[config.mk]
export PLATFORM = sky130hd
export DESIGN_NAME = rsh_homing
export DESIGN_NICKNAME = d
export VERILOG_FILES = /design/src/logic/rsh_pkg.sv /design/src/logic/rsh_homing.sv /design/src/logic/rsh_sync.sv
export SDC_FILE = /design/constraint.sdc
export NUM_CORES = 1
export LEC_CHECK = 0
export BUFFER_PORTS_ARGS = -buffer_cell sky130_fd_sc_hd__clkbuf_2
export CAP_MARGIN = 15
export CORE_ASPECT_RATIO = 1.4
export CORE_MARGIN = 4
export CORE_UTILIZATION = 55
export CTS_CLUSTER_DIAMETER = 150
export DETAILED_ROUTE_END_ITERATION = 7
export GPL_TIMING_DRIVEN = 0
export PLACE_DENSITY_LB_ADDON = 0.08
export SYNTH_ARGS = -nofsm -noshare
export SYNTH_HDL_FRONTEND = slang
export SYNTH_SLANG_ARGS = --single-unit
[constraint.sdc]
create_clock -name pclk -period 7.12 [get_ports pclk]
set_input_delay 0.712 -clock pclk [delete_from_list [all_inputs] [get_ports pclk]]
set_output_delay 0.712 -clock pclk [all_outputs]
set_load 0.05 [all_outputs]
[src/logic/rsh_pkg.sv]
// shared constants and types of the reference search homing block
package rsh_pkg;

  // ****************************************************************
  // register map (byte offsets on the apb bus)
  // ****************************************************************
  localparam logic [7:0] RSH_OFS_CMD = 8'h00;
  localparam logic [7:0] RSH_OFS_MODE = 8'h04;
  localparam logic [7:0] RSH_OFS_SEARCH_VEL = 8'h08;
  localparam logic [7:0] RSH_OFS_CALIB_VEL = 8'h0C;
  localparam logic [7:0] RSH_OFS_SW_DIST = 8'h10;
  localparam logic [7:0] RSH_OFS_STOP_CFG = 8'h14;
  localparam logic [7:0] RSH_OFS_STATUS = 8'h18;
  localparam logic [7:0] RSH_OFS_POS = 8'h1C;

  // ****************************************************************
  // command field layout and codes
  // ****************************************************************
  localparam int RSH_CMD_OP_LSB = 0;
  localparam int RSH_CMD_TYPE_LSB = 8;
  localparam logic [7:0] RSH_OPCODE_HOMING = 8'h0D;
  localparam logic [1:0] RSH_TYPE_START = 2'h0;
  localparam logic [1:0] RSH_TYPE_STOP = 2'h1;

  // ****************************************************************
  // mode field layout and base modes
  // ****************************************************************
  localparam int RSH_MODE_SWAP_BIT = 6;
  localparam int RSH_MODE_INV_BIT = 7;
  localparam logic [3:0] RSH_M_LEFT = 4'h1;
  localparam logic [3:0] RSH_M_RL = 4'h2;
  localparam logic [3:0] RSH_M_RL_MID = 4'h3;
  localparam logic [3:0] RSH_M_LEFT_MID = 4'h4;
  localparam logic [3:0] RSH_M_HOME_NEG_REV = 4'h5;
  localparam logic [3:0] RSH_M_HOME_POS_REV = 4'h6;
  localparam logic [3:0] RSH_M_HOME_POS = 4'h7;
  localparam logic [3:0] RSH_M_HOME_NEG = 4'h8;

  // ****************************************************************
  // reset values
  // ****************************************************************
  localparam logic [7:0] RSH_MODE_RST = 8'h01;
  localparam logic [31:0] RSH_SEARCH_VEL_RST = 32'h0000_1000;
  localparam logic [31:0] RSH_CALIB_VEL_RST = 32'h0000_0100;
  localparam logic [1:0] RSH_STOP_CFG_RST = 2'h0;

  // ****************************************************************
  // switch selection and states
  // ****************************************************************
  typedef enum logic [1:0] {
    RSH_SW_LEFT = 2'h0,
    RSH_SW_RIGHT = 2'h1,
    RSH_SW_HOME = 2'h2
  } rsh_sw_t;

  typedef enum logic [2:0] {
    RSH_IDLE = 3'h0,
    RSH_FAST = 3'h1,
    RSH_OFF = 3'h3,
    RSH_BACK = 3'h2,
    RSH_THRU = 3'h6,
    RSH_RET = 3'h7,
    RSH_FIN = 3'h5
  } rsh_state_t;

endpackage

[src/logic/rsh_homing.sv]
// reference search homing controller with apb register access
`timescale 1ns/1ps
`default_nettype none
module rsh_homing
  import rsh_pkg::*;
(
  input wire logic pclk,
  input wire logic presetn,
  input wire logic psel,
  input wire logic penable,
  input wire logic pwrite,
  input wire logic [7:0] paddr,
  input wire logic [31:0] pwdata,
  output logic [31:0] prdata,
  output logic pready,
  output logic pslverr,
  input wire logic left_sw,
  input wire logic right_sw,
  input wire logic home_sw,
  input wire logic [31:0] act_pos,
  output logic [31:0] vel_cmd,
  output logic auto_stop_left,
  output logic auto_stop_right,
  output logic pos_load,
  output logic [31:0] pos_load_val,
  output logic enc_clear,
  output logic running
);

  // ****************************************************************
  // helper functions
  // ****************************************************************
  function automatic logic [31:0] midpoint(input logic [31:0] a, input logic [31:0] b);
    logic [32:0] s;
    s = {a[31], a} + {b[31], b};
    return s[32:1];
  endfunction

  function automatic logic [31:0] velocity(input logic dir, input logic [31:0] v);
    return dir ? v : 32'(-v);
  endfunction

  // ****************************************************************
  // declarations
  // ****************************************************************
  logic [2:0] sw_level;
  logic l_s, r_s, h_s;
  logic [7:0] mode_q;
  logic [31:0] search_vel_q, calib_vel_q, sw_dist_q;
  logic [1:0] stop_cfg_q;
  logic [31:0] prdata_q;
  logic err_q;
  logic wr_en;
  logic cmd_start, cmd_stop;
  rsh_state_t state_q;
  logic running_q, done_q, abort_q, bad_mode_q;
  logic [3:0] base;
  logic swap, inv, mode_ok;
  rsh_sw_t target_q;
  logic dir_q, middle_q, leg_q, two_leg_q, inv_q;
  logic [1:0] limit_q;
  logic [31:0] p_a_q, edge1_q, first_ref_q;
  logic [31:0] vel_q, pos_load_val_q;
  logic pos_load_q, enc_clear_q;
  logic tgt_act;
  logic [31:0] edge_now, ref_now;
  logic leg_done;

  // ****************************************************************
  // switch input synchronisation
  // ****************************************************************
  rsh_sync #(.W(3)) rsh_sync_i (
    .pclk(pclk),
    .presetn(presetn),
    .pin({home_sw, right_sw, left_sw}),
    .level(sw_level)
  );

  assign l_s = sw_level[0];
  assign r_s = sw_level[1];
  assign h_s = sw_level[2];

  // ****************************************************************
  // apb slave
  // ****************************************************************
  // zero wait states; read data and error are sampled in the setup cycle
  assign pready = psel & penable;
  assign wr_en = psel & penable & pwrite;
  assign cmd_start = wr_en && paddr == RSH_OFS_CMD
    && pwdata[RSH_CMD_OP_LSB +: 8] == RSH_OPCODE_HOMING
    && pwdata[RSH_CMD_TYPE_LSB +: 2] == RSH_TYPE_START;
  assign cmd_stop = wr_en && paddr == RSH_OFS_CMD
    && pwdata[RSH_CMD_OP_LSB +: 8] == RSH_OPCODE_HOMING
    && pwdata[RSH_CMD_TYPE_LSB +: 2] == RSH_TYPE_STOP;

  // read mux and address check in the setup phase
  always_ff @(posedge pclk or negedge presetn) begin
    if (!presetn) begin
      prdata_q <= 32'h0000_0000;
      err_q <= 1'b0;
    end else if (psel && !penable) begin
      err_q <= 1'b0;
      prdata_q <= 32'h0000_0000;
      if (paddr == RSH_OFS_CMD) begin
        prdata_q <= {31'h0000_0000, running_q};
      end else if (paddr == RSH_OFS_MODE) begin
        prdata_q <= {24'h00_0000, mode_q};
      end else if (paddr == RSH_OFS_SEARCH_VEL) begin
        prdata_q <= search_vel_q;
      end else if (paddr == RSH_OFS_CALIB_VEL) begin
        prdata_q <= calib_vel_q;
      end else if (paddr == RSH_OFS_SW_DIST) begin
        prdata_q <= sw_dist_q;
      end else if (paddr == RSH_OFS_STOP_CFG) begin
        prdata_q <= {30'h0000_0000, stop_cfg_q};
      end else if (paddr == RSH_OFS_STATUS) begin
        prdata_q <= {25'h000_0000, state_q, bad_mode_q, abort_q, done_q, running_q};
      end else if (paddr == RSH_OFS_POS) begin
        prdata_q <= act_pos;
      end else begin
        err_q <= 1'b1;
      end
    end
  end

  assign prdata = prdata_q;
  assign pslverr = pready & err_q;

  // writable settings
  always_ff @(posedge pclk or negedge presetn) begin
    if (!presetn) begin
      mode_q <= RSH_MODE_RST;
      search_vel_q <= RSH_SEARCH_VEL_RST;
      calib_vel_q <= RSH_CALIB_VEL_RST;
      stop_cfg_q <= RSH_STOP_CFG_RST;
    end else if (wr_en) begin
      if (paddr == RSH_OFS_MODE) begin
        mode_q <= pwdata[7:0];
      end else if (paddr == RSH_OFS_SEARCH_VEL) begin
        search_vel_q <= pwdata;
      end else if (paddr == RSH_OFS_CALIB_VEL) begin
        calib_vel_q <= pwdata;
      end else if (paddr == RSH_OFS_STOP_CFG) begin
        stop_cfg_q <= pwdata[1:0];
      end
    end
  end

  // ****************************************************************
  // automatic end switch stops, suppressed during a search
  // ****************************************************************
  assign auto_stop_left = stop_cfg_q[0] & l_s & ~running_q;
  assign auto_stop_right = stop_cfg_q[1] & r_s & ~running_q;

  // ****************************************************************
  // mode decode
  // ****************************************************************
  assign base = mode_q[3:0];
  assign swap = mode_q[RSH_MODE_SWAP_BIT];
  assign inv = mode_q[RSH_MODE_INV_BIT];
  assign mode_ok = mode_q[5:4] == 2'h0 && base != 4'h0 && base <= RSH_M_HOME_NEG
    && (base <= RSH_M_LEFT_MID ? !inv : !swap);

  // active level of the switch searched in the current leg
  always_comb begin
    case (target_q)
      RSH_SW_LEFT: tgt_act = l_s;
      RSH_SW_RIGHT: tgt_act = r_s;
      default: tgt_act = h_s ^ inv_q;
    endcase
  end

  // edge and reference at the re-entry point
  assign edge_now = midpoint(p_a_q, act_pos);
  assign ref_now = middle_q ? midpoint(edge1_q, edge_now) : edge_now;
  assign leg_done = (state_q == RSH_BACK && tgt_act && !middle_q)
    || (state_q == RSH_RET && tgt_act);

  // ****************************************************************
  // search state machine
  // ****************************************************************
  always_ff @(posedge pclk or negedge presetn) begin
    if (!presetn) begin
      state_q <= RSH_IDLE;
      target_q <= RSH_SW_LEFT;
      dir_q <= 1'b0;
      middle_q <= 1'b0;
      leg_q <= 1'b0;
      two_leg_q <= 1'b0;
      inv_q <= 1'b0;
      limit_q <= 2'h0;
      p_a_q <= 32'h0000_0000;
      edge1_q <= 32'h0000_0000;
      first_ref_q <= 32'h0000_0000;
    end else if (cmd_stop) begin
      state_q <= RSH_IDLE;
    end else begin
      case (state_q)
        RSH_IDLE: begin
          if (cmd_start && mode_ok) begin
            state_q <= RSH_FAST;
            leg_q <= 1'b0;
            inv_q <= inv;
            limit_q <= 2'h0;
            two_leg_q <= base == RSH_M_RL || base == RSH_M_RL_MID;
            middle_q <= base == RSH_M_LEFT_MID || base == RSH_M_HOME_POS
              || base == RSH_M_HOME_NEG;
            case (base)
              RSH_M_LEFT, RSH_M_LEFT_MID: begin
                target_q <= swap ? RSH_SW_RIGHT : RSH_SW_LEFT;
                dir_q <= swap;
              end
              RSH_M_RL, RSH_M_RL_MID: begin
                target_q <= swap ? RSH_SW_LEFT : RSH_SW_RIGHT;
                dir_q <= !swap;
              end
              RSH_M_HOME_NEG_REV: begin
                target_q <= RSH_SW_HOME;
                dir_q <= 1'b0;
                limit_q <= 2'h1;
              end
              RSH_M_HOME_POS_REV: begin
                target_q <= RSH_SW_HOME;
                dir_q <= 1'b1;
                limit_q <= 2'h2;
              end
              RSH_M_HOME_POS: begin
                target_q <= RSH_SW_HOME;
                dir_q <= 1'b1;
              end
              default: begin
                target_q <= RSH_SW_HOME;
                dir_q <= 1'b0;
              end
            endcase
          end
        end
        RSH_FAST: begin
          if (tgt_act) begin
            state_q <= RSH_OFF;
          end else if ((limit_q[0] && l_s && !dir_q) || (limit_q[1] && r_s && dir_q)) begin
            dir_q <= ~dir_q;
          end
        end
        RSH_OFF: begin
          if (!tgt_act) begin
            p_a_q <= act_pos;
            state_q <= RSH_BACK;
          end
        end
        RSH_BACK: begin
          if (tgt_act && middle_q) begin
            edge1_q <= edge_now;
            state_q <= RSH_THRU;
          end
        end
        RSH_THRU: begin
          if (!tgt_act) begin
            p_a_q <= act_pos;
            state_q <= RSH_RET;
          end
        end
        RSH_RET: begin
        end
        default: begin
          state_q <= RSH_IDLE;
        end
      endcase
      if (leg_done) begin
        if (two_leg_q && !leg_q) begin
          first_ref_q <= ref_now;
          leg_q <= 1'b1;
          target_q <= target_q == RSH_SW_RIGHT ? RSH_SW_LEFT : RSH_SW_RIGHT;
          dir_q <= ~dir_q;
          middle_q <= mode_q[3:0] == RSH_M_RL_MID;
          state_q <= RSH_FAST;
        end else begin
          state_q <= RSH_FIN;
        end
      end
    end
  end

  // ****************************************************************
  // velocity command to the ramp generator
  // ****************************************************************
  always_ff @(posedge pclk or negedge presetn) begin
    if (!presetn) begin
      vel_q <= 32'h0000_0000;
    end else begin
      case (state_q)
        RSH_FAST: vel_q <= velocity(dir_q, search_vel_q);
        RSH_OFF, RSH_RET: vel_q <= velocity(~dir_q, calib_vel_q);
        RSH_BACK, RSH_THRU: vel_q <= velocity(dir_q, calib_vel_q);
        default: vel_q <= 32'h0000_0000;
      endcase
    end
  end

  assign vel_cmd = vel_q;

  // ****************************************************************
  // zero point, encoder clear and switch distance at completion
  // ****************************************************************
  always_ff @(posedge pclk or negedge presetn) begin
    if (!presetn) begin
      pos_load_q <= 1'b0;
      enc_clear_q <= 1'b0;
      pos_load_val_q <= 32'h0000_0000;
      sw_dist_q <= 32'h0000_0000;
    end else begin
      pos_load_q <= 1'b0;
      enc_clear_q <= 1'b0;
      if (leg_done && !cmd_stop && !(two_leg_q && !leg_q)) begin
        pos_load_q <= 1'b1;
        pos_load_val_q <= 32'(act_pos - ref_now);
        enc_clear_q <= 1'b1;
        if (two_leg_q) begin
          sw_dist_q <= $signed(ref_now) > $signed(first_ref_q) ? 32'(ref_now - first_ref_q)
            : 32'(first_ref_q - ref_now);
        end
      end
    end
  end

  assign pos_load = pos_load_q;
  assign pos_load_val = pos_load_val_q;
  assign enc_clear = enc_clear_q;

  // ****************************************************************
  // status flags
  // ****************************************************************
  always_ff @(posedge pclk or negedge presetn) begin
    if (!presetn) begin
      running_q <= 1'b0;
      done_q <= 1'b0;
      abort_q <= 1'b0;
      bad_mode_q <= 1'b0;
    end else begin
      if (cmd_stop) begin
        abort_q <= running_q;
        running_q <= 1'b0;
      end else if (state_q == RSH_FIN) begin
        running_q <= 1'b0;
        done_q <= 1'b1;
      end else if (cmd_start && state_q == RSH_IDLE) begin
        running_q <= mode_ok;
        bad_mode_q <= !mode_ok;
        done_q <= 1'b0;
        abort_q <= 1'b0;
      end
    end
  end

  assign running = running_q;

endmodule
`default_nettype wire

[src/logic/rsh_sync.sv]
// three-stage synchroniser with agreement filter for switch pins
`timescale 1ns/1ps
`default_nettype none
module rsh_sync #(
  parameter int W = 3
) (
  input wire logic pclk,
  input wire logic presetn,
  input wire logic [W-1:0] pin,
  output logic [W-1:0] level
);

  logic [W-1:0] s1_q;
  logic [W-1:0] s2_q;
  logic [W-1:0] s3_q;
  logic [W-1:0] level_q;

  // ****************************************************************
  // synchroniser chain; level follows once stages two and three agree
  // ****************************************************************
  always_ff @(posedge pclk or negedge presetn) begin
    if (!presetn) begin
      s1_q <= '0;
      s2_q <= '0;
      s3_q <= '0;
      level_q <= '0;
    end else begin
      s1_q <= pin;
      s2_q <= s1_q;
      s3_q <= s2_q;
      for (int i = 0; i < W; i++) begin
        if (s2_q[i] == s3_q[i]) begin
          level_q[i] <= s3_q[i];
        end
      end
    end
  end

  assign level = level_q;

endmodule
`default_nettype wire

After elaboration in Yosys (flattened, before gate mapping)
Cells that the tools add are included.
W data, S select, Z words.
{"block": "op_classes", "addsub": 7, "n_lt_le_gt_ge": 3, "n_eq_ne": 34, "muxes": 65, "n_bitwise": 16, "reduce_logical": 63}
{"op": "$mux W32", "n": 13}
{"op": "$pmux W32 S3", "n": 1}
{"op": "$sub A32 B32 Y32", "n": 3}
{"op": "$add A32 B32 Y33", "n": 2}
{"op": "$neg A32 Y32", "n": 2}
{"op": "$mux W1", "n": 33}
{"op": "$eq A8 B5 Y1 const B", "n": 4}
{"op": "$gt A32 B32 Y1", "n": 1}
{"op": "$eq A8 B4 Y1 const B", "n": 3}
{"op": "$mux W3", "n": 8}
{"op": "$logic_and A1 B1 Y1", "n": 21}
{"op": "$pmux W3 S6", "n": 1}
{"op": "$reduce_and A3 Y1", "n": 6}
{"op": "$eq A4 B3 Y1 const B", "n": 4}
{"op": "$ne A4 B4 Y1 const B", "n": 4}
{"op": "$reduce_or A2 Y1", "n": 6}
{"op": "$eq A3 B3 Y1 const B", "n": 3}
{"op": "$logic_not A1 Y1", "n": 9}
{"op": "$eq A4 B2 Y1 const B", "n": 2}
{"op": "$eq A8 B3 Y1 const B", "n": 1}
{"op": "$logic_not A8 Y1", "n": 1}
{"op": "$mux W2", "n": 4}
{"op": "$not A1 Y1", "n": 8}
{"op": "$pmux W2 S2", "n": 2}
{"op": "other kinds (25)", "n": 46}
{"block": "word_totals", "regBits": 328, "in_bits": 80, "out_inout_bits": 103, "word_cells": 219}

Longest topological paths before layout
Gate-level depths: netlist (run 1).
{"block": "depth", "word_depth": 10, "depth_mapped": 38, "depth_no_buf": 36}

Modules after synthesis
Synthesis (run 1) repeated with hierarchy kept, for this count alone.
{"block": "hier_totals", "hier_cells": 2462, "hier_area_um2": 22561.6}
{"module": "rsh_homing", "instances": 1, "cells_per_inst": 2447, "area_per_inst_um2": 22227.6, "seq_area_each_um2": 7911.3}
{"module": "rsh_sync", "instances": 1, "cells_per_inst": 15, "area_per_inst_um2": 334.1, "seq_area_each_um2": 300.3}

Worst setup path after synthesis (run 1)
Ideal clock, no wire load.
{"block": "synth_timing", "kind": "input to register", "startpoint": "input port act_pos[2]", "endpoint": "register sw_dist_q[31]", "setup_ns": 0.122, "arrival_time_ns": 7.727, "required_ns": 6.998, "path_slack_ns": -0.729, "path_stages": 36, "n_path_buf": 3, "cell_sequence": "ha_1 > a21oi_1 > a21oi_1 > a31o_2 > a41o_1 > a21o_1 > a21o_1 > a21o_1 > a21o_1 > a2111o_1 > o311ai_2 > ha_1 > o21ai_0 > nand2b_1 > nand3_1 > o21ai_0 > a21oi_1 > a21oi_1 > o41ai_1 > o21bai_1 > a211oi_1 > nor3_1 > a21oi_1 > inv_1 > ha_1 > clkbuf_1 > a21o_1 > a2111oi_0 > o21ai_0 > a31oi_1 > nand2_1 > buf_2 > buf_2 > o31ai_1 > mux2i_1 > nand2_1"}
{"block": "synth_via", "elab_chain_len": 5, "elab_cells_between_ends": 7, "cone_classes": "add/sub (4); order compare (1); mux (2)"}
{"item": "from (decl)", "line": "rsh_homing.sv:20", "text": "input wire logic [31:0] act_pos,"}
{"item": "$add A32 B32 Y33 *", "line": "rsh_homing.sv:35", "text": "s = {a[31], a} + {b[31], b};"}
{"item": "named net edge_now[20]", "line": "rsh_homing.sv:66", "text": "logic [31:0] edge_now, ref_now;"}
{"item": "$add A32 B32 Y33 *", "line": "rsh_homing.sv:35"}
{"item": "$mux W32 *", "line": "rsh_homing.sv:175", "text": "assign ref_now = middle_q ? midpoint(edge1_q, edge_now) : edge_now;"}
{"item": "named net ref_now[29]", "line": "rsh_homing.sv:66"}
{"item": "$sub A32 B32 Y32 (tied with other cells)", "line": "rsh_homing.sv:320", "text": ": 32'(first_ref_q - ref_now);"}
{"item": "$mux W32 *", "line": "rsh_homing.sv:319", "text": "sw_dist_q <= $signed(ref_now) > $signed(first_ref_q) ? 32'(ref_now - first_ref_q)"}
{"item": "to (signal assigned)", "line": "rsh_homing.sv:319"}
{"item": "to (decl)", "line": "rsh_homing.sv:49", "text": "logic [31:0] search_vel_q, calib_vel_q, sw_dist_q;"}
Mark *: on every way through the listed nets, which the timed path passes. The rest lies on a longest branch.
A chain may end at the register's enable or synchronous reset.

Worst setup path after layout (run 1)
{"block": "layout_timing", "startpoint": "input port act_pos[12]", "endpoint": "register sw_dist_q[30]"}
The elaborated chain is that of the path after synthesis.

==> out/metrics.yaml, run 1 <==
fin_nets: 3205
synth_simple_gate_area_share_pct: 15.3
wirelength_mm: 79.1
tightest_slew_ns: 1.24
timing.final.crit_share_pct: 103
cts_tree: "built"
cp-startpoint: "act_pos[12]"
drv_slew: 0
dieWidth_um: 181
grtUsageTotal_pct: 33.3
fin_skew_ns: 0.0197
stdcell_count: 3533
status: "complete, but fails checks"
drv_cap: 0
cp_data_required_time_ns: 7.53
fin_area_um2: 28200
core_area_um2: 41400
ant_nets: 0
synth_xor_xnor_area_share_pct: 6.29
syn_to_final_growth_pct: 22.3
antenna_found_initial: 1
dp_hpwl_mm: 60.7
dieArea_um2: 45400
synthTopCellsByArea: "dfrtp_1, ha_1, nand2_1, o21ai_0, mux2_2"
synth-seq-area-share_pct: 35.6
grt_pass1_vias: 21500
cp-end-kind: "flip-flop"
post_synth_instance_area_um2: 23100
vias_per_cell: 6.11
cts-root-buf: "clkbuf_16"
synth-seq-cells: 328
portBuffers: 181
path_clk_slew_ns: 0.06
failed_checks: "negative setup slack"
dpl-instance-area_um2: 25000
clk_path_buf_depth: 3
setup_violations: 29
cp_max_fo: 7
synth_top_area_share_pct: 35.2
timing.hold.ws_ns: 0.0405
final_core_util_pct: 68.2
yosys.area_share.adder_pct: 8.97
cts.sinks: 328
cts.htree.levels: 2
gp_congestion: 1.01
critPathBufInv: 8
synth_top_family_by_area: "compound AO/OA/AOI/OAI gates"
synth_edf_count: 0
die_h_um: 250
synth.most_common_cell: "nand2_1"
synth_top_area_cell: "dfrtp_1"
synthCells: 2663
syn_avg_cell_area_um2: 8.67
rsz0062_at_grt: "true"
synth_fp_nets: 2903
synthArstFlopShare_pct: 100
initialDrtViolationCount: 1529
hold_path_class: "in -> async"
synth_compound_area_share_pct: 22.8
rows: 88
r2r-start: "p_a_q[1]"
synthTopCellsByCount: "nand2_1, dfrtp_1, o21ai_0, a21oi_1, nor2_1"
clock_latency_ns: 0.55
cts_buffers: 36
synthDistinctLibCells: 95
grt_overflow: 0
min_period_ns: 7.37
grt_max_degree: 123
drc_errors: 0
dpl.cell_count: 3389
grt_pass1_wl_mm: 119
wire_per_inst_um: 22.4
max_freq_ghz: 0.136
cpLargestDelayFamily: "compound AO/OA/AOI/OAI gates"
start_util_pct: 55.7
critPathKind: "in -> reg"
cp_data_arrival_time_ns: 7.77
synth_mux_area_share_pct: 6.62
hold_viol: 0
drive_above_1_share_pct: 22.5
worst_slack_ns: -0.245
slowest_stage: "ha_1"
ys_warn_count: 0
critPathMaxStageDelay_ns: 0.41
slew_headroom_pct: 16.5
synthFlopType: "dfrtp_1"
vias: 21600
ios: 183
dr.pass1.iters: 5
worstSetupStartpointType: "primary input"
## cell families after synthesis
| kind of cell | Yosys count |
|---|---|
| AOI/OAI and AO/OA | 821 |
| and+or+nand+nor | 785 |
| buffers and inverters | 265 |
| adders and majority gates | 163 |
| DFF | 328 |
| xor gates and xnor gates | 164 |
| muxes | 137 |
## registers in the layout (all words and copies together) (netlist names), 8 cells and up
| name | flops |
|---|---|
| p_a_q | 32 |
| search_vel_q | 32 |
| edge1_q | 32 |
| sw_dist_q | 32 |
| pos_load_val | 32 |
| vel_cmd | 32 |
| mode_q | 8 |
| calib_vel_q | 32 |
| prdata | 32 |
| first_ref_q | 32 |
## worst paths after layout
check	end	cells after the start	slack, ns
min	calib_vel_q[7]	1	0.04
min in group pclk	rsh_sync_i.s1_q[0]	1	0.28
max in group asynchronous	pos_load_val[29]	3	5.86
min reg2reg	rsh_sync_i.s2_q[0]	0	0.35
max	sw_dist_q[30]	37	-0.25
max reg2reg	sw_dist_q[30]	39	-0.23
## metrics by stage
| step | setup WS, ns | TNS [ns] |
|---|---|---|
| after global placement | -2.07 | -573.75 |
| after detailed placement | -2.19 | -72.21 |
| after global routing | -0.486 | -12.69 |
| after floorplan | -0.0413 | -0.0776 |
| final | -0.245 | -4.32 |
| after CTS | -0.261 | -3.64 |
## cell type report
cell class | instances | area (um2)
clock buffer | 50 | 1050
inverter | 138 | 518
multi-input combinational | 2070 | 15200
timing repair buffer | 270 | 1830
antenna | 1 | 2.50
buffer | 121 | 579
sequential | 328 | 8210
fill | 3481 | 13200
clock inverter | 15 | 193
tap | 540 | 676
## routing by layer
layer | wire length (um) | part of all wire, % | vias up | global-route usage [%]
li1 | - | - | 10100 | -
met1 | 29800 | 38 | 10400 | 38.5
met2 | 39200 | 50 | 784 | 58.6
met3 | 4110 | 5.2 | 280 | 4.13
met4 | 5910 | 7.5 | 0 | 20.4
met5 | 0 | 0 | - | 0
## cells in the final DEF (no fill, tap or decap), types with 54 or more instances in the layout
cell,instances
clkbuf_1,92
xor2_1,54
clkbuf_2,174
a21oi_1,163
a21o_1,77
dfrtp_1,325
ha_1,131
nor2_1,176
mux2_2,104
buf_4,64
o21ai_0,210
nand2_1,360
inv_1,136
xnor2_1,95
## worst register-to-register path: cells and delay by family, from the launching register on
family                     cells  cell delay (ns)
adders and majority gates      3             0.92
DFF                            1             0.39
AOI/OAI and AO/OA             17             3.09
buffers and inverters          9             1.11
and+or+nand+nor                8             1.23
xor gates and xnor gates       2             0.44
## timing repair
| action | CTS | global route |
|---|---|---|
| buffers inserted | 42 | 38 |
| pin swaps | 72 | 101 |
| hold buffers | 0 | 0 |
| gates resized for setup | 159 | 149 |
| setup endpoints to repair | 40 | 40 |
| cloned | 3 | 2 |
Power of run 1 is left out: the tool's default activity adds up to more than one toggle a clock period on the data nets, which glitch-free logic cannot reach.
==> inputs of run 2 (changes only) <==
--- a/config.mk
+++ b/config.mk
@@ -13,7 +13,7 @@
 export CTS_CLUSTER_DIAMETER = 150
 export DETAILED_ROUTE_END_ITERATION = 7
 export GPL_TIMING_DRIVEN = 0
-export PLACE_DENSITY_LB_ADDON = 0.08
+export PLACE_DENSITY = 0.77
 export SYNTH_ARGS = -nofsm -noshare
 export SYNTH_HDL_FRONTEND = slang
 export SYNTH_SLANG_ARGS = --single-unit
==> run 2 against run 1 <==
The run still ends with negative setup slack left. Flip-flop and latch count is the same. Count of clock-buffer cells in the layout increased by 2. Sequential share of layout area increased by 0.58 points. Utilization fell by 1.3 points. Cell count fell by 0.25%. Routed wire length decreased by 2.7%. Register-to-register slack worse by 0.11 ns. Largest cell class unchanged. Worst hold slack improved by 0.17 ns.
==> out/metrics.yaml, run 2 (synthesis results as in run 1) <==
status: "complete, but fails checks"
failed_checks: "negative setup slack"
cp_data_required_time_ns: 7.57
timing.final.crit_share_pct: 105
critPathBufInv: 8
clock_latency_ns: 0.55
hold_path_class: "in -> async"
grt_util_met1_pct: 37.2
tightest_slew_ns: 1.19
rsz0062_at_grt: "true"
layout_common_cells: "nand2_1, dfrtp_1, o21ai_0"
min_period_ns: 7.47
cp_data_arrival_time_ns: 7.92
path_clk_slew_ns: 0.06
rows: 88
syn_to_final_growth_pct: 19.9
drive_above_1_share_pct: 20.8
portBuffers: 181
vias_per_cell: 6.11
grt_max_degree: 123
cts_buffers: 36
max_freq_ghz: 0.134
worst_slack_ns: -0.351
cts.sinks: 328
clk_path_buf_depth: 3
fin_skew_ns: 0.0183
grt_use_met2_pct: 59.1
start_util_pct: 55.7
critPathKind: "in -> reg"
drc_errors: 0
grt.met3_usage_pct: 3.99
grtUsageTotal_pct: 32.8
ant_nets: 0
slew_headroom_pct: 20.6
wire_per_inst_um: 21.8
initialDrtViolationCount: 1605
die_h_um: 250
cts.htree.levels: 2
timing.hold.ws_ns: 0.210
ios: 183
fin_nets: 3197
cp-end-kind: "flip-flop"
dieArea_um2: 45400
grt_overflow: 0
n_antenna_cell: 0
cpLargestDelayFamily: "compound AO/OA/AOI/OAI gates"
antenna_found_initial: 1
cts-root-buf: "clkbuf_16"
cpMostUsedCell: "buf_4"
dr.pass1.iters: 8
grt_pass1_wl_mm: 118
worstSetupStartpointType: "primary input"
dp_hpwl_mm: 60.4
hold_viol: 0
vias: 21500
core_area_um2: 41400
gp_congestion: 0.972
setup_violations: 33
layout_commonest_cell: "nand2_1"
top_usage_layer: "met2"
grt_pass1_vias: 21800
critPathMaxStageDelay_ns: 0.41
cp_max_fo: 5
drv_slew: 0
cts_tree: "built"
slowest_stage: "ha_1"
drv_cap: 0
wirelength_mm: 76.9
dieWidth_um: 181
## run 2: worst reg2reg max path, delay by kind of cell (launching register included)
| family | cells | cell delay (ns) |
|---|---|---|
| xor gates and xnor gates | 2 | 0.18 |
| muxes | 1 | 0.29 |
| adders and majority gates | 3 | 0.77 |
| buffers and inverters | 7 | 0.81 |
| and+or+nand+nor | 6 | 1.09 |
| DFF | 1 | 0.40 |
| AOI/OAI and AO/OA | 21 | 3.82 |
## run 2: final cells by class
type,instances,area [um2]
Clock inverter,13,145
Tap cell,540,676
Buffer,123,597
Timing Repair Buffer,260,1660
Inverter,138,518
Clock buffer,52,1070
Sequential cell,328,8210
Multi-Input combinational cell,2070,14800
Fill cell,3454,13700
## run 2: worst paths after layout
path	startpoint	to	slack (ns)	cells past startpoint
min	presetn	p_a_q[2]	0.21	1
max in group asynchronous	presetn	sw_dist_q[24]	5.29	3
max reg2reg	p_a_q[2]	sw_dist_q[20]	-0.34	40
min in group pclk	home_sw	rsh_sync_i.s1_q[2]	0.28	1
max	act_pos[5]	sw_dist_q[20]	-0.35	41
min reg2reg	rsh_sync_i.s1_q[2]	rsh_sync_i.s2_q[2]	0.35	0
## run 2: stage by stage
stage	instance area (um2)	std cells	TNS (ns)	util, %	setup slack (ns)
final	27700	3524	-7.06	66.8	-0.351
after global routing	27700	3524	-15.14	66.8	-0.560
after CTS	27000	3494	-4.54	65.2	-0.259
after detailed placement	24900	3389	-83.96	60.2	-2.58
after global placement	24800	3384	-581.83	60.0	-2.57
after floorplan	23300	2663	-0.0776	-	-0.0413
## run 2: what timing repair did
| action | CTS | global route |
|---|---|---|
| pin swaps | 61 | 79 |
| setup endpoints to repair | 40 | 39 |
| resized for setup | 122 | 100 |
| hold buffers | 0 | 0 |
| cloned | 1 | 1 |
| setup buffers | 41 | 31 |
## run 2: routing by layer
metal,share of wire (%),vias up
met5,0,-
met1,37,10300
met2,50,838
li1,-,10100
met3,5.6,261
met4,6.9,0
Power of run 2 is left out for the same reason.
==> inputs of run 3 (changes only) <==
--- a/config.mk
+++ b/config.mk
@@ -8,12 +8,13 @@
 export BUFFER_PORTS_ARGS = -buffer_cell sky130_fd_sc_hd__clkbuf_2
 export CAP_MARGIN = 15
 export CORE_ASPECT_RATIO = 1.4
-export CORE_MARGIN = 4
+export CORE_MARGIN = 2
 export CORE_UTILIZATION = 55
 export CTS_CLUSTER_DIAMETER = 150
 export DETAILED_ROUTE_END_ITERATION = 7
 export GPL_TIMING_DRIVEN = 0
 export PLACE_DENSITY = 0.77
+export SETUP_SLACK_MARGIN = 0.3
 export SYNTH_ARGS = -nofsm -noshare
 export SYNTH_HDL_FRONTEND = slang
 export SYNTH_SLANG_ARGS = --single-unit
==> constraint.sdc (replaced) <==
create_clock -name pclk -period 6.85 [get_ports pclk]
set_input_delay 0.685 -clock pclk [delete_from_list [all_inputs] [get_ports pclk]]
set_output_delay 0.685 -clock pclk [all_outputs]
set_load 0.05 [all_outputs]
==> run 3 against run 2 <==
The flow still finishes with violations (negative setup slack). Critical path depth shrank 3. Count of clock-buffer cells in the layout is 8 lower. Die area fell by 3.8%. Critical endpoint unchanged. Largest cell class unchanged.
==> out/metrics.yaml, run 3 (synthesis results as in run 1) <==
antenna_found_initial: 2
worst_slack_ns: -0.676
drc_errors: 0
ant_nets: 0
failed_checks: "negative setup slack"
grt_pass1_vias: 22100
start_util_pct: 55.9
layout_commonest_cell: "nand2_1"
initialDrtViolationCount: 1561
vias: 21800
wirelength_mm: 79.0
path_clk_slew_ns: 0.06
grtUsageTotal_pct: 35.5
regArea_um2: 8210
gp_congestion: 0.984
vias_per_cell: 6.14
n_antenna_cell: 0
stdcell_count: 3544
core_area_um2: 41300
cts.htree.levels: 2
drive_above_1_share_pct: 22.8
worstSetupStartpointType: "flip-flop"
dr.pass1.iters: 6
rsz0062_at_grt: "true"
drv_cap: 0
syn_to_final_growth_pct: 22.6
multi_input_area_um2: 15100
critPathKind: "reg -> reg"
die_h_um: 246
dp_hpwl_mm: 60.5
drv_slew: 0
timing.final.crit_share_pct: 110
clk_path_buf_depth: 3
dieWidth_um: 177
layout_common_cells: "nand2_1, dfrtp_1, o21ai_0"
wire_per_inst_um: 22.3
cp-end-kind: "flip-flop"
grt_pass1_wl_mm: 119
hold_path_class: "in -> async"
critPathMaxStageDelay_ns: 0.42
hold_viol: 0
status: "complete, but fails checks"
dieArea_um2: 43600
grt_overflow: 0
cts.sinks: 328
ios: 183
fill_cells: 3265
cp_data_arrival_time_ns: 7.98
cts_buffers: 37
slowest_stage: "dfrtp_1"
clock_latency_ns: 0.55
min_period_ns: 7.53
cp_max_fo: 7
portBuffers: 181
max_freq_ghz: 0.133
slew_headroom_pct: 24.1
cp_data_required_time_ns: 7.30
cts-root-buf: "clkbuf_16"
grt_max_degree: 122
setup_violations: 38
fin_skew_ns: 0.0177
fin_nets: 3216
rows: 88
dpl.cell_count: 3388
tightest_slew_ns: 1.13
cts_tree: "built"
==> run 3: cell count changes in the layout (fill, tap and decap cells not counted), moves of 5 or more <==
cell	change
a21oi_1	-9
a21oi_2	+5
buf_6	+9
clkbuf_1	-6
clkbuf_8	-7
clkinv_2	+6
nand2_1	-5
o21ai_0	-8
o21ai_1	+8
xnor2_1	-5
xnor2_2	+5
xor2_1	-5
xor2_2	+5
==> run 3: final timing paths <==
kind,slack (ns),endpoint,from,cells past startpoint
max,-0.68,sw_dist_q[20],p_a_q[1],38
min,0.20,p_a_q[3],presetn,1
max reg2reg,-0.68,sw_dist_q[20],p_a_q[1],38
min reg2reg,0.35,rsh_sync_i.s2_q[2],rsh_sync_i.s1_q[2],0
max in group asynchronous,4.98,vel_cmd[12],presetn,3
min in group pclk,0.24,rsh_sync_i.s1_q[1],right_sw,1
==> run 3: metal layers <==
layer  up-vias  global-route usage (%)  share of wire, %
met1     10500                    39.7                37
met4         0                    24.9               8.1
met2       869                    62.7                49
met3       286                    3.95               5.5
met5         -                       0                 0
li1      10100                       -                 -
==> run 3: cell type report <==
| type | count | share of cell area, % |
|---|---|---|
| tap | 540 | 2.39 |
| clock inverter | 23 | 0.783 |
| timing repair buffer | 274 | 6.53 |
| inverter | 138 | 1.83 |
| clock buffer | 44 | 3.69 |
| buffer | 127 | 2.24 |
| multi-input combinational | 2070 | 53.5 |
| sequential | 328 | 29.0 |
==> run 3: stage by stage <==
step,instance area [um2],setup TNS (ns),hold slack (ns),worst slack (ns),util (%)
3_5_place_dp,25100,-66.34,0.339,-2.06,60.8
4_1_cts,27600,-11.55,0.222,-0.510,66.9
6_report,28300,-18.61,0.202,-0.676,68.5
3_3_place_gp,25000,-641.82,0.334,-2.00,60.6
5_1_grt,28300,-27.48,0.227,-0.910,68.5
2_1_floorplan,23400,-1.09,0.331,-0.108,-
==> run 3: critical path, delay by kind of cell, from the launching register on <==
kind	cells	cell delay [ns]
multiplexers	2	0.49
XOR/XNOR	2	0.26
AO/OA/AOI/OAI	14	2.99
flip-flops	1	0.42
AND/OR/NAND/NOR	10	1.62
adder cells (fa/ha/maj)	3	0.77
buffers and inverters	7	0.85
==> run 3: what timing repair did <==
action | CTS | global route
pin swaps | 77 | 82
hold buffers | 0 | 0
buffers inserted | 60 | 26
endpoints found under the setup margin | 42 | 42
resized for setup | 167 | 89
cloned | 3 | 0
Power of run 3 is left out for the same reason.
